===== config.mk =====
export PLATFORM = sky130hd
export DESIGN_NAME = dcf_status
export DESIGN_NICKNAME = d
export VERILOG_FILES = /design/src/hw/dcf_pkg.sv /design/src/hw/dcf_status.sv /design/src/hw/dcf_ptr_sync.sv
export VERILOG_INCLUDE_DIRS = /design/src /design/src/hw
export SDC_FILE = /design/constraint.sdc
export NUM_CORES = 1
export LEC_CHECK = 0
export BUFFER_PORTS_ARGS = -buffer_cell sky130_fd_sc_hd__buf_2
export CAP_MARGIN = 20
export CORE_MARGIN = 2
export CORE_UTILIZATION = 35
export CTS_BUF_LIST = sky130_fd_sc_hd__clkbuf_8
export DETAILED_ROUTE_END_ITERATION = 7
export PLACE_DENSITY = 0.68
export SLEW_MARGIN = 20
export SYNTH_ARGS = -nofsm -noshare
export SYNTH_HDL_FRONTEND = slang
export SYNTH_SLANG_ARGS = --single-unit

===== constraint.sdc =====
create_clock -name clock -period 3.7 [get_ports clock]
set_input_delay 0.74 -clock clock [delete_from_list [all_inputs] [get_ports clock]]
set_output_delay 0.74 -clock clock [all_outputs]
set_load 0.01 [all_outputs]

===== src/hw/dcf_defs.svh =====
// register offsets, status bit positions and reset values for the
// dual-clock buffer status block; included by the block and its bench
`ifndef DCF_DEFS_SVH
`define DCF_DEFS_SVH

// register byte offsets on the plain register port
`define DCF_OFS_PF_SET   8'h00
`define DCF_OFS_PF_CLR   8'h04
`define DCF_OFS_PE_SET   8'h08
`define DCF_OFS_PE_CLR   8'h0c
`define DCF_OFS_STATUS   8'h10
`define DCF_OFS_WR_LEVEL 8'h14
`define DCF_OFS_RD_LEVEL 8'h18

// status register bit positions
`define DCF_ST_FULL   0
`define DCF_ST_EMPTY  1
`define DCF_ST_PFULL  2
`define DCF_ST_PEMPTY 3

// threshold reset values (also the fixed constants when not programmable)
`define DCF_PF_SET_RST 32'h0000000c
`define DCF_PF_CLR_RST 32'h0000000a
`define DCF_PE_SET_RST 32'h00000004
`define DCF_PE_CLR_RST 32'h00000006

// defaults of the build parameters
`define DCF_ADDR_W_DEF 4
`define DCF_NSYNC_DEF  2
`define DCF_SETTLE_DEF 600

`endif


===== src/hw/dcf_pkg.sv =====
// types shared by the dual-clock buffer status block
// assumes nothing beyond a SystemVerilog compiler
package dcf_pkg;
	typedef logic [31:0] dcf_word_t;
	typedef logic [7:0]  dcf_addr_t;
	// where the occupancy thresholds come from, fixed at build time
	typedef enum logic [1:0] {
		DCF_THR_CONST = 2'b01,
		DCF_THR_PORT  = 2'b10
	} dcf_thr_src_t;
endpackage : dcf_pkg


===== src/hw/dcf_status.sv =====
// status, flags and fill levels of a dual-clock first-in first-out buffer
// assumes write and read clocks arrive as pins sampled by the 100 MHz clock
//
// What this block does
// thresholds fixed or from ports, chosen at build
// programmable flags rise a cycle after threshold
// programmable flags fall after crossing negate threshold
// read shows on full after 1+3+N
// write shows on empty after 1+3+N
// synchroniser stage count is parameter N
// fill count per side, in own domain
// fill counts are approximations only
// fill counts may jump by several
// counts exact after a few idle cycles
// crossing safe for any clock relation
// full sets on filling write edge
// empty sets on emptying read edge
// crossing pointers gray coded, one bit
//
// The address map and the address-and-strobe port were chosen for this implementation.
`timescale 1ns/100ps
`include "dcf_defs.svh"
module dcf_status #(
	parameter int                    AW      = `DCF_ADDR_W_DEF,
	parameter int                    NSYNC   = `DCF_NSYNC_DEF,
	parameter dcf_pkg::dcf_thr_src_t THR_SRC = dcf_pkg::DCF_THR_PORT,
	parameter int                    SETTLE  = `DCF_SETTLE_DEF
) (
	// system clock and reset
	input  wire logic                clock,
	input  wire logic                rst,
	// producer side pins
	input  wire logic                wr_clk_pin,
	input  wire logic                wr_en,
	// consumer side pins
	input  wire logic                rd_clk_pin,
	input  wire logic                rd_en,
	// storage core hookup
	output logic                     wr_fire,
	output logic                     rd_fire,
	output logic      [AW-1:0]       wr_addr,
	output logic      [AW-1:0]       rd_addr,
	// flags and fill levels
	output logic                     full,
	output logic                     empty,
	output logic                     prog_full,
	output logic                     prog_empty,
	output logic      [AW:0]         wr_level,
	output logic      [AW:0]         rd_level,
	// register port
	input  wire dcf_pkg::dcf_addr_t  reg_addr,
	input  wire dcf_pkg::dcf_word_t  reg_wdata,
	input  wire logic                reg_wr,
	input  wire logic                reg_rd,
	output dcf_pkg::dcf_word_t       reg_rdata
);
	import dcf_pkg::*;

	localparam int CW = AW + 1;

	// ----------------------------------------------------------------
	// build checks
	// ----------------------------------------------------------------
	generate
		if (AW < 2 || AW > 30 || NSYNC < 2 || SETTLE < 1) begin : g_bad
			$error("dcf_status: unsupported AW, NSYNC or SETTLE");
		end
	endgenerate

	function automatic logic [CW-1:0] bin2gray(input logic [CW-1:0] b);
		return b ^ (b >> 1);
	endfunction : bin2gray

	function automatic logic [CW-1:0] gray2bin(input logic [CW-1:0] g);
		logic [CW-1:0] b;
		b = g;
		for (int i = CW - 2; i >= 0; i--) begin
			b[i] = g[i] ^ b[i+1];
		end
		return b;
	endfunction : gray2bin

	// ----------------------------------------------------------------
	// pin sampling and edge finding
	// ----------------------------------------------------------------
	// enables ride the same two stages as their clocks so they stay aligned
	logic [3:0] pin1_q;
	logic [3:0] pin2_q;
	logic       wclk3_q;
	logic       rclk3_q;

	always_ff @(posedge clock) begin
		if (rst) begin
			pin1_q  <= 4'h0;
			pin2_q  <= 4'h0;
			wclk3_q <= 1'b0;
			rclk3_q <= 1'b0;
		end else begin
			pin1_q  <= {rd_en, rd_clk_pin, wr_en, wr_clk_pin};
			pin2_q  <= pin1_q;
			wclk3_q <= pin2_q[0];
			rclk3_q <= pin2_q[2];
		end
	end

	wire wr_tick = pin2_q[0] & ~wclk3_q;
	wire rd_tick = pin2_q[2] & ~rclk3_q;

	// ----------------------------------------------------------------
	// pointers
	// ----------------------------------------------------------------
	logic [CW-1:0] wbin_q;
	logic [CW-1:0] wgray_q;
	logic [CW-1:0] rbin_q;
	logic [CW-1:0] rgray_q;
	logic [CW-1:0] rgray_at_w;
	logic [CW-1:0] wgray_at_r;
	logic          full_q;
	logic          empty_q;

	// writes into a full buffer and reads of an empty one are dropped
	assign wr_fire = wr_tick & pin2_q[1] & ~full_q;
	assign rd_fire = rd_tick & pin2_q[3] & ~empty_q;

	wire [CW-1:0] wbin_d  = wbin_q + CW'(wr_fire);
	wire [CW-1:0] rbin_d  = rbin_q + CW'(rd_fire);
	wire [CW-1:0] wgray_d = bin2gray(wbin_d);
	wire [CW-1:0] rgray_d = bin2gray(rbin_d);

	// full compares against the read pointer with the top two bits turned
	wire [CW-1:0] rgray_flip = {~rgray_at_w[CW-1:CW-2], rgray_at_w[CW-3:0]};
	wire          full_d     = (wgray_d == rgray_flip);
	wire          empty_d    = (rgray_d == wgray_at_r);

	// flags set on the edge
	always_ff @(posedge clock) begin
		if (rst) begin
			wbin_q  <= '0;
			wgray_q <= '0;
			full_q  <= 1'b0;
		end else if (wr_tick) begin
			wbin_q  <= wbin_d;
			wgray_q <= wgray_d;
			full_q  <= full_d;
		end
	end

	always_ff @(posedge clock) begin
		if (rst) begin
			rbin_q  <= '0;
			rgray_q <= '0;
			empty_q <= 1'b1;
		end else if (rd_tick) begin
			rbin_q  <= rbin_d;
			rgray_q <= rgray_d;
			empty_q <= empty_d;
		end
	end

	// ----------------------------------------------------------------
	// crossings
	// ----------------------------------------------------------------
	// N-stage gray crossing
	dcf_ptr_sync #(.W(CW), .STAGES(NSYNC)) u_r2w (
		.clock (clock),
		.rst   (rst),
		.en    (wr_tick),
		.d     (rgray_q),
		.q     (rgray_at_w)
	);

	dcf_ptr_sync #(.W(CW), .STAGES(NSYNC)) u_w2r (
		.clock (clock),
		.rst   (rst),
		.en    (rd_tick),
		.d     (wgray_q),
		.q     (wgray_at_r)
	);

	// ----------------------------------------------------------------
	// fill levels and programmable flags
	// ----------------------------------------------------------------
	// per-side levels from delayed far pointers
	wire [CW-1:0] wr_level_d = wbin_q - gray2bin(rgray_at_w);
	wire [CW-1:0] rd_level_d = gray2bin(wgray_at_r) - rbin_q;

	logic [CW-1:0] wr_level_q;
	logic [CW-1:0] rd_level_q;
	logic          pfull_q;
	logic          pempty_q;
	logic [CW-1:0] pf_set_q;
	logic [CW-1:0] pf_clr_q;
	logic [CW-1:0] pe_set_q;
	logic [CW-1:0] pe_clr_q;

	// threshold source fixed at build time
	wire          thr_port = (THR_SRC == DCF_THR_PORT);
	wire [CW-1:0] pf_set   = thr_port ? pf_set_q : CW'(`DCF_PF_SET_RST);
	wire [CW-1:0] pf_clr   = thr_port ? pf_clr_q : CW'(`DCF_PF_CLR_RST);
	wire [CW-1:0] pe_set   = thr_port ? pe_set_q : CW'(`DCF_PE_SET_RST);
	wire [CW-1:0] pe_clr   = thr_port ? pe_clr_q : CW'(`DCF_PE_CLR_RST);

	// flags follow the registered level, one edge late
	wire pfull_d  = pfull_q ? (wr_level_q >= pf_clr) : (wr_level_q >= pf_set);
	wire pempty_d = pempty_q ? (rd_level_q <= pe_clr) : (rd_level_q <= pe_set);

	always_ff @(posedge clock) begin
		if (rst) begin
			wr_level_q <= '0;
			pfull_q    <= 1'b0;
		end else if (wr_tick) begin
			wr_level_q <= wr_level_d;
			pfull_q    <= pfull_d;
		end
	end

	always_ff @(posedge clock) begin
		if (rst) begin
			rd_level_q <= '0;
			pempty_q   <= 1'b1;
		end else if (rd_tick) begin
			rd_level_q <= rd_level_d;
			pempty_q   <= pempty_d;
		end
	end

	assign full       = full_q;
	assign empty      = empty_q;
	assign prog_full  = pfull_q;
	assign prog_empty = pempty_q;
	assign wr_level   = wr_level_q;
	assign rd_level   = rd_level_q;
	assign wr_addr    = wbin_q[AW-1:0];
	assign rd_addr    = rbin_q[AW-1:0];

	// ----------------------------------------------------------------
	// register port
	// ----------------------------------------------------------------
	wire hit_pf_set = (reg_addr == `DCF_OFS_PF_SET);
	wire hit_pf_clr = (reg_addr == `DCF_OFS_PF_CLR);
	wire hit_pe_set = (reg_addr == `DCF_OFS_PE_SET);
	wire hit_pe_clr = (reg_addr == `DCF_OFS_PE_CLR);

	always_ff @(posedge clock) begin
		if (rst) begin
			pf_set_q <= CW'(`DCF_PF_SET_RST);
			pf_clr_q <= CW'(`DCF_PF_CLR_RST);
			pe_set_q <= CW'(`DCF_PE_SET_RST);
			pe_clr_q <= CW'(`DCF_PE_CLR_RST);
		end else if (reg_wr) begin
			if (hit_pf_set) pf_set_q <= reg_wdata[CW-1:0];
			if (hit_pf_clr) pf_clr_q <= reg_wdata[CW-1:0];
			if (hit_pe_set) pe_set_q <= reg_wdata[CW-1:0];
			if (hit_pe_clr) pe_clr_q <= reg_wdata[CW-1:0];
		end
	end

	dcf_word_t status_w;
	dcf_word_t rd_mux;
	always_comb begin
		status_w = '0;
		status_w[`DCF_ST_FULL]   = full_q;
		status_w[`DCF_ST_EMPTY]  = empty_q;
		status_w[`DCF_ST_PFULL]  = pfull_q;
		status_w[`DCF_ST_PEMPTY] = pempty_q;
		unique case (reg_addr)
			`DCF_OFS_PF_SET:   rd_mux = 32'(pf_set);
			`DCF_OFS_PF_CLR:   rd_mux = 32'(pf_clr);
			`DCF_OFS_PE_SET:   rd_mux = 32'(pe_set);
			`DCF_OFS_PE_CLR:   rd_mux = 32'(pe_clr);
			`DCF_OFS_STATUS:   rd_mux = status_w;
			`DCF_OFS_WR_LEVEL: rd_mux = 32'(wr_level_q);
			`DCF_OFS_RD_LEVEL: rd_mux = 32'(rd_level_q);
			default:           rd_mux = '0;
		endcase
	end

	// read data stand only in the cycle after the strobe
	always_ff @(posedge clock) begin
		if (rst) begin
			reg_rdata <= '0;
		end else begin
			reg_rdata <= reg_rd ? rd_mux : '0;
		end
	end

	// idle cycles since the last accepted transfer
	logic [15:0] idle_q;
	always_ff @(posedge clock) begin
		if (rst || wr_fire || rd_fire) begin
			idle_q <= '0;
		end else if (idle_q != 16'hffff) begin
			idle_q <= idle_q + 16'h0001;
		end
	end
endmodule : dcf_status


===== src/hw/dcf_ptr_sync.sv =====
// multi-stage synchroniser for a gray-coded pointer
// assumes the source changes at most one bit per update
`timescale 1ns/100ps
module dcf_ptr_sync #(
	parameter int W      = 5,
	parameter int STAGES = 2
) (
	// clock and reset
	input  wire logic         clock,
	input  wire logic         rst,
	// stage advance, one pulse per emulated destination clock edge
	input  wire logic         en,
	// pointer in and out
	input  wire logic [W-1:0] d,
	output logic      [W-1:0] q
);
	logic [STAGES-1:0][W-1:0] stage_q;

	generate
		if (STAGES < 2) begin : g_bad
			$error("dcf_ptr_sync needs at least two stages");
		end
	endgenerate

	// first stage feeds only the second one
	always_ff @(posedge clock) begin
		if (rst) begin
			stage_q <= '0;
		end else if (en) begin
			stage_q <= {stage_q[STAGES-2:0], d};
		end
	end

	assign q = stage_q[STAGES-1];
endmodule : dcf_ptr_sync


==> results of run 1 <==
==> power by group <==
part / total, mW / internal (mW) / leakage [nW] / switching, mW
Clock: 0.759 / 0.431 / 0.118 / 0.328
Combinational: 0.111 / 0.0368 / 1.37 / 0.0742
Sequential: 0.953 / 0.946 / 0.704 / 0.00714
==> sequential cells by signal, indices dropped and copies added, names as in the netlist, 4 cells and up <==
name           flops
pe_clr             5
pe_set             5
pf_clr             5
pf_set             5
rbin_q             5
rd_level           5
reg_rdata          5
u_r2w.q            5
u_r2w.stage_q      5
u_w2r.q            5
u_w2r.stage_q      5
wbin_q             5
wr_level           5
pin1_q             4
pin2_q             4
rgray_q            4
wgray_q            4
==> metal layers <==
| metal | vias to the layer above | global-route usage [%] | share of wire (%) |
|---|---|---|---|
| li1 | 1841 | - | - |
| met1 | 1712 | 16.9 | 45 |
| met2 | 79 | 25.4 | 48 |
| met5 | - | 0 | 0 |
| met4 | 0 | 4.22 | 1.2 |
| met3 | 10 | 4.62 | 5.6 |
==> critical path: stages (launching register included) <==
cell	delay (ns)
sky130_fd_sc_hd__dfxtp_1	0.31
sky130_fd_sc_hd__nand2b_1	0.13
sky130_fd_sc_hd__buf_4	0.21
sky130_fd_sc_hd__nor3b_1	0.34
sky130_fd_sc_hd__ha_1	0.23
sky130_fd_sc_hd__ha_1	0.31
sky130_fd_sc_hd__nand2_1	0.08
sky130_fd_sc_hd__a21boi_0	0.20
sky130_fd_sc_hd__a211oi_1	0.10
sky130_fd_sc_hd__xnor2_1	0.24
sky130_fd_sc_hd__xnor2_1	0.11
sky130_fd_sc_hd__o41ai_1	0.29
==> cells in the mapped netlist (3+ instances only) <==
cell type / count
sky130_fd_sc_hd__a211oi_1: 12
sky130_fd_sc_hd__a21o_1: 10
sky130_fd_sc_hd__a21oi_1: 50
sky130_fd_sc_hd__buf_1: 3
sky130_fd_sc_hd__buf_2: 4
sky130_fd_sc_hd__buf_4: 31
sky130_fd_sc_hd__clkbuf_1: 22
sky130_fd_sc_hd__dfxtp_1: 87
sky130_fd_sc_hd__ha_1: 32
sky130_fd_sc_hd__inv_1: 32
sky130_fd_sc_hd__mux2i_1: 19
sky130_fd_sc_hd__mux4_2: 4
sky130_fd_sc_hd__nand2_1: 90
sky130_fd_sc_hd__nand2b_1: 4
sky130_fd_sc_hd__nand3_1: 5
sky130_fd_sc_hd__nand4_1: 4
sky130_fd_sc_hd__nor2_1: 36
sky130_fd_sc_hd__nor2b_1: 14
sky130_fd_sc_hd__nor3_1: 3
sky130_fd_sc_hd__o211ai_1: 7
sky130_fd_sc_hd__o21ai_0: 7
sky130_fd_sc_hd__xnor2_1: 22
sky130_fd_sc_hd__xor2_1: 21
==> layout make-up <==
cell class | instances | area, µm² | area share, %
Tap cell | 176 | 220 | 4.22
Sequential cell | 87 | 1740 | 33.4
Clock inverter | 3 | 65.1 | 1.25
Inverter | 33 | 124 | 2.37
Clock buffer | 12 | 165 | 3.16
Timing Repair Buffer | 54 | 283 | 5.42
Multi-Input combinational cell | 397 | 2620 | 50.2
==> layout by cell type (no fill, tap or decap), drive strengths merged, types with 2 or more instances in the layout <==
master and n:
nor3 4, a21oi 50, mux2i 19, nor3b 4, a31oi 2, o41ai 2
clkbuf 12, or4 2, bufinv 2, nand2b 4, buf 54, ha 32
fa 2, inv 33, nand3 5, o21ai 7, nand4 4, nor2b 14
a21o 10, nand3b 2, mux4 4, conb 27, a211oi 12, and3 2
nand2 90, dfxtp 87, xnor2 22, xor2 21, nor2 38, o211ai 7
==> worst paths after layout <==
check,from,to,slack (ns),cells after the start
setup / recovery,rclk3_q,empty,1.05,11
hold / removal,pin1_q[1],pin2_q[1],0.45,1
setup reg to reg,rclk3_q,empty,1.05,11
hold reg to reg,pin1_q[1],pin2_q[1],0.45,1
==> logic make-up (layout without fill, tap and decap cells) <==
family | Yosys count | count (layout) | synth area share (%)
mux | 24 | 24 | 6.15
simple gates | 172 | 172 | 17.3
fa+ha+maj | 34 | 34 | 9.30
flops | 87 | 87 | 36.8
compound gates | 97 | 97 | 12.5
buf+inv | 93 | 102 | 9.93
other cells | 1 | 27 | 0.0792
xor+xnor | 43 | 43 | 7.95
==> through the flow <==
stage	total power, mW	instance area [µm²]	utilization, %
floorplan	1.07	4830	-
finish	1.82	5220	39.4
detailed placement	1.09	4990	37.7
global placement	1.08	4990	37.7
global route	1.90	5220	39.4
CTS	1.84	5220	39.4
==> impl_results.md, run 1 <==
- Status: finished, final reports clean
- Remaining antenna violation count: 0
- Number of buffers added to fix hold violations after cts: 0
- Residual overflow from global routing: 0
- Maximum net fanout on the critical path: 21
- Antenna violations before repair: 0
- Worst setup EP type: flop
- Clock tree from TritonCTS: yes
- Startpoint class of the critical path: flop
- Crit Path Category: flop to flop
- Router iterations before antenna repair: 4
- Layout Cells excl Fill: 762
- Area share of the largest cell type after synthesis: 36.8%
- Via count: 3642
- Number of flops mapped to enable cells by yosys: 0
- Via count of the first global-routing pass: 3572
- Die Footprint: 0.0145 mm²
- Resized cells post-CTS: 0
- Leading post-synthesis cells by cell area: sky130_fd_sc_hd__dfxtp_1 (37%), sky130_fd_sc_hd__ha_1 (8.5%), sky130_fd_sc_hd__nand2_1 (7.1%)
- Share of async-settable or async-resettable flops after synthesis: 0%
- Master cell of the clock root buffer: sky130_fd_sc_hd__clkbuf_8
- Vias per cell: 4.78
- Core region area: 0.0132 mm²
- Total negative setup slack: 0 ns
- Signed area change from the synthesized netlist to the final layout: 10.2%
- Number of rows in the core area: 42
- Clock H-tree levels: 3
- Post-synthesis instance total: 551
- First-pass GRT wire length: 16700 µm
- Total routed wirelength: 10100 µm
- Number of design rule violations left after detail routing: 0
- Number of synthesis warnings: 0
- Total of buffers placed on input and output ports: 49
- Setup ws final: 1.05 ns
- LEAKAGE: 2.19 nW
- #FFs+latches synth: 87
- Net count of the finished layout: 664
- WL per Instance: 13.3 µm
- Worst-case headroom to the max-slew limit: 63.4%
- Pins Over Slew Limit: 0
- Clock Path Buffers: 2
- Most used DFF post-synth: sky130_fd_sc_hd__dfxtp_1
- Worst Max-Slew Pin Slew: 0.548 ns
- Latest clock arrival within the worst-skew pair: 0.37 ns
- Violation count after the first detailed-route iteration: 220
- Distinct cell type count of the synthesized netlist: 48
- Routability congestion estimate from global placement: 0.800
- Worst Hold Margin: 0.449 ns
- Largest net degree at the start of global routing: 55
- # diodes: 0
- Post-layout min period: 2.65 ns
- Total power divided by cell area: 349 mW/mm²
- Final Hold Violating Endpoints: 0
- Placement Setup Slack: 1.10 ns
- Post-detailed-placement half-perimeter wirelength: 7400 µm
- Initial standard-cell utilization of the core: 35.8%
- Type of the tightest min-delay check: flop to flop
- Top Ports: 104
- Cell area after synthesis: 0.00474 mm²
- Worst Path Required: 3.95 ns
- Number of clock sinks: 87
- Peak Freq: 377 MHz
- Arrival time at the worst endpoint: 2.91 ns
- Clock transition at path regs: 0.08 ns
- Clk_skew: 0.00699 ns
- Share of post-route cells with drive strength above 1: 14.3%
- Number of setup buffers added after CTS: 0
- Cell count after placement: 747
- Leading area contributor after synthesis: sky130_fd_sc_hd__dfxtp_1
- Share of the clock period used by the worst path: 71.7%
- Seq/Total Area, Yosys: 36.8%
- Fillers: 1362
- Unrepaired setup endpoints after global routing: no
- Maximum capacitance violations: 0
- IR Drop Worst-Case VDD: 179 µV
- Aggregate global-route resource usage: 14.5%
- Overall die width: 120 µm
- Final setup violation count: 0
- CTS buffer count: 9
- Chip Height: 120 µm
- Per-instance average area after synthesis: 8.60 µm²
Note: power is estimated with default switching activity, not from simulation.
==> inputs of run 2 (changes only) <==
- clock period: 3.7 -> 2.7 ns (I/O delays scaled with it)
==> run 2 against run 1 <==
Against the previous run: worst hold slack worse by 0.047 ns; maximum frequency increased by 9.1%; design area is 1.6% higher; sequential cell count unchanged; total power up 40%; count of clock-buffer cells in the layout down 1; clock skew rose by 0.0035 ns; sequential power up 37%; global-route usage is 0.29 points higher; largest cell class unchanged; largest power group unchanged; highest routed layer unchanged.
==> impl_results.md, run 2 (synthesis results as in run 1) <==
- Reg-to-reg critical path startpoint: wclk3_q
- Final Hold Violating Endpoints: 0 (unchanged)
- Crit Path Category: flop to flop
- Via count: 3695 (+1.5%)
- Residual overflow from global routing: 0 (unchanged)
- Master cell of the clock root buffer: sky130_fd_sc_hd__clkbuf_8
- Maximum net fanout on the critical path: 4 (-81%)
- FF+latch area: 0.00174 mm² (unchanged)
- Cell count after placement: 750 (+0.40%)
- Core region area: 0.0132 mm² (unchanged)
- Number of clock sinks: 87 (unchanged)
- Clk_skew: 0.0105 ns (+0.00354 ns)
- Initial standard-cell utilization of the core: 35.8% (unchanged)
- Number of design rule violations left after detail routing: 0 (unchanged)
- Violation count after the first detailed-route iteration: 267 (+21%)
- Startpoint class of the critical path: flop
- Commonest non-fill, non-tap cells in the layout: sky130_fd_sc_hd__nand2_1 (90), sky130_fd_sc_hd__dfxtp_1 (87), sky130_fd_sc_hd__a21oi_1 (50)
- Worst setup path endpoint: full
- WL per Instance: 13.4 µm (+0.91%)
- Final setup violation count: 0 (unchanged)
- Overall die width: 120 µm (unchanged)
- Maximum capacitance violations: 0 (unchanged)
- Cell depth of the worst hold path: 2 (+1)
- Routability congestion estimate from global placement: 0.830 (+3.8%)
- Pins Over Slew Limit: 0 (unchanged)
- GR Util met3: 2.41% (-2.2 points)
- Net count of the finished layout: 667 (+0.45%)
- Multi-input gate area in the final layout: 0.00267 mm² (+1.8%)
- R2r worst-path depth: 8 (-3)
- Chip Height: 120 µm (unchanged)
- Peak Freq: 411 MHz (+9.1%)
- Clock H-tree levels: 3 (unchanged)
- Busiest metal layer after global routing: met2
- Clock transition at path regs: 0.08 ns (about the same)
- Antenna violations before repair: 0 (unchanged)
- Total negative setup slack: 0 ns (unchanged)
- Post-detailed-placement half-perimeter wirelength: 7430 µm (+0.28%)
- Setup ws final: 0.268 ns (-0.779 ns)
- Resized cells post-CTS: 0 (unchanged)
- Total routed wirelength: 10200 µm (+1.3%)
- Clock Path Buffers: 2 (unchanged)
- Via count of the first global-routing pass: 3586 (+0.39%)
- Type of the tightest min-delay check: input port to flop
- Worst Hold Margin: 0.402 ns (-0.0468 ns)
- Signed area change from the synthesized netlist to the final layout: 12.0%
- IR Drop Worst-Case VDD: 227 µV (+27%)
- Global Route met2 Usage: 25.5% (+0.14 points)
- Reg-to-Reg End: full
- Placement Setup Slack: 0.167 ns (-0.931 ns)
- Top Ports: 104 (unchanged)
- LEAKAGE: 2.21 nW (+1.1%)
- Share of the clock period used by the worst path: 90.1% (+18 points)
- Arrival time at the worst endpoint: 2.70 ns (-0.21 ns)
- Vias per cell: 4.83 (+1.1%)
- GR met1 Demand/Resource: 17.4% (+0.51 points)
- Aggregate global-route resource usage: 14.8% (+0.29 points)
- Latest clock arrival within the worst-skew pair: 0.35 ns (-0.02 ns)
- Die Footprint: 0.0145 mm² (unchanged)
- Remaining antenna violation count: 0 (unchanged)
- Total power divided by cell area: 481 mW/mm² (+38%)
- CTS buffer count: 9 (unchanged)
- Router iterations before antenna repair: 4 (unchanged)
- Total of buffers placed on input and output ports: 49 (unchanged)
- Largest net degree at the start of global routing: 38 (-31%)
- R2R setup slack: 0.27 ns (-0.78 ns)
- Final std cell area, no fill: 0.00531 mm² (+1.6%)
- Number of setup buffers added after CTS: 0 (unchanged)
- Fillers: 1313 (-3.6%)
- Share of post-route cells with drive strength above 1: 15.8% (+1.5 points)
- Worst setup EP type: flop
- Layout Cells excl Fill: 765 (+0.39%)
- Status: finished, final reports clean
- Unrepaired setup endpoints after global routing: no
- # diodes: 0 (unchanged)
- Clock tree from TritonCTS: yes
- Worst Path Required: 2.97 ns (-0.98 ns)
- Post-layout min period: 2.43 ns (-0.221 ns)
- Placed Instance Area: 0.00502 mm² (+0.65%)
- First-pass GRT wire length: 17100 µm (+2.4%)
- First element of the critical path: wclk3_q
- Most frequent standard cell in the layout excluding fill and tap cells: sky130_fd_sc_hd__nand2_1
- Number of buffers added to fix hold violations after cts: 0 (unchanged)
- Number of rows in the core area: 42 (unchanged)
[run 2: cell types whose count changed in the layout (fill, tap and decap cells not counted), sizes merged]
cell | before | now
buf | 54 | 57
bufinv | 2 | 3
inv | 33 | 34
clkinv | 1 | 0
clkbuf | 12 | 11
[run 2: worst min path at each step]
stage	start	endpoint	slack [ns]
floorplan	pin1_q[0]	pin2_q[0]	0.41
global placement	pin1_q[3]	pin2_q[3]	0.42
detailed placement	pin1_q[3]	pin2_q[3]	0.42
CTS	rd_en	pin1_q[3]	0.39
global route	wr_en	pin1_q[1]	0.40
finish	wr_clk_pin	pin1_q[0]	0.40
[run 2: final cells by class]
type / instances / share of cell area, %
Clock buffer: 11 / 2.85
Clock inverter: 4 / 1.77
Inverter: 33 / 2.33
Multi-Input combinational cell: 397 / 50.3
Sequential cell: 87 / 32.8
Tap cell: 176 / 4.15
Timing Repair Buffer: 57 / 5.75
[run 2: where the power goes]
part / switching [mW] / leakage (nW) / internal (mW)
logic: 0.102 / 1.38 / 0.0512
registers: 0.0108 / 0.704 / 1.30
clock network: 0.437 / 0.127 / 0.657
total: 0.550 / 2.21 / 2.00
[run 2: worst max-delay path: stages (launching register included)]
cell and delay [ns]:
sky130_fd_sc_hd__dfxtp_1 0.31, sky130_fd_sc_hd__nand2b_1 0.15, sky130_fd_sc_hd__nor3b_2 0.25, sky130_fd_sc_hd__ha_1 0.23, sky130_fd_sc_hd__ha_1 0.32, sky130_fd_sc_hd__xnor2_1 0.30
sky130_fd_sc_hd__xnor2_1 0.09, sky130_fd_sc_hd__or4_1 0.46, sky130_fd_sc_hd__o31ai_1 0.22
[run 2: through the flow]
stage	power [mW]	util, %
5_1_grt	2.66	40.1
3_3_place_gp	1.49	37.9
3_5_place_dp	1.49	37.9
4_1_cts	2.59	39.8
6_report	2.55	40.1
2_1_floorplan	1.47	-
[run 2: layer usage]
| layer | part of all wire [%] | up-vias |
|---|---|---|
| met5 | 0 | - |
| met2 | 49 | 106 |
| li1 | - | 1838 |
| met4 | 3.3 | 0 |
| met1 | 43 | 1728 |
| met3 | 5.0 | 23 |
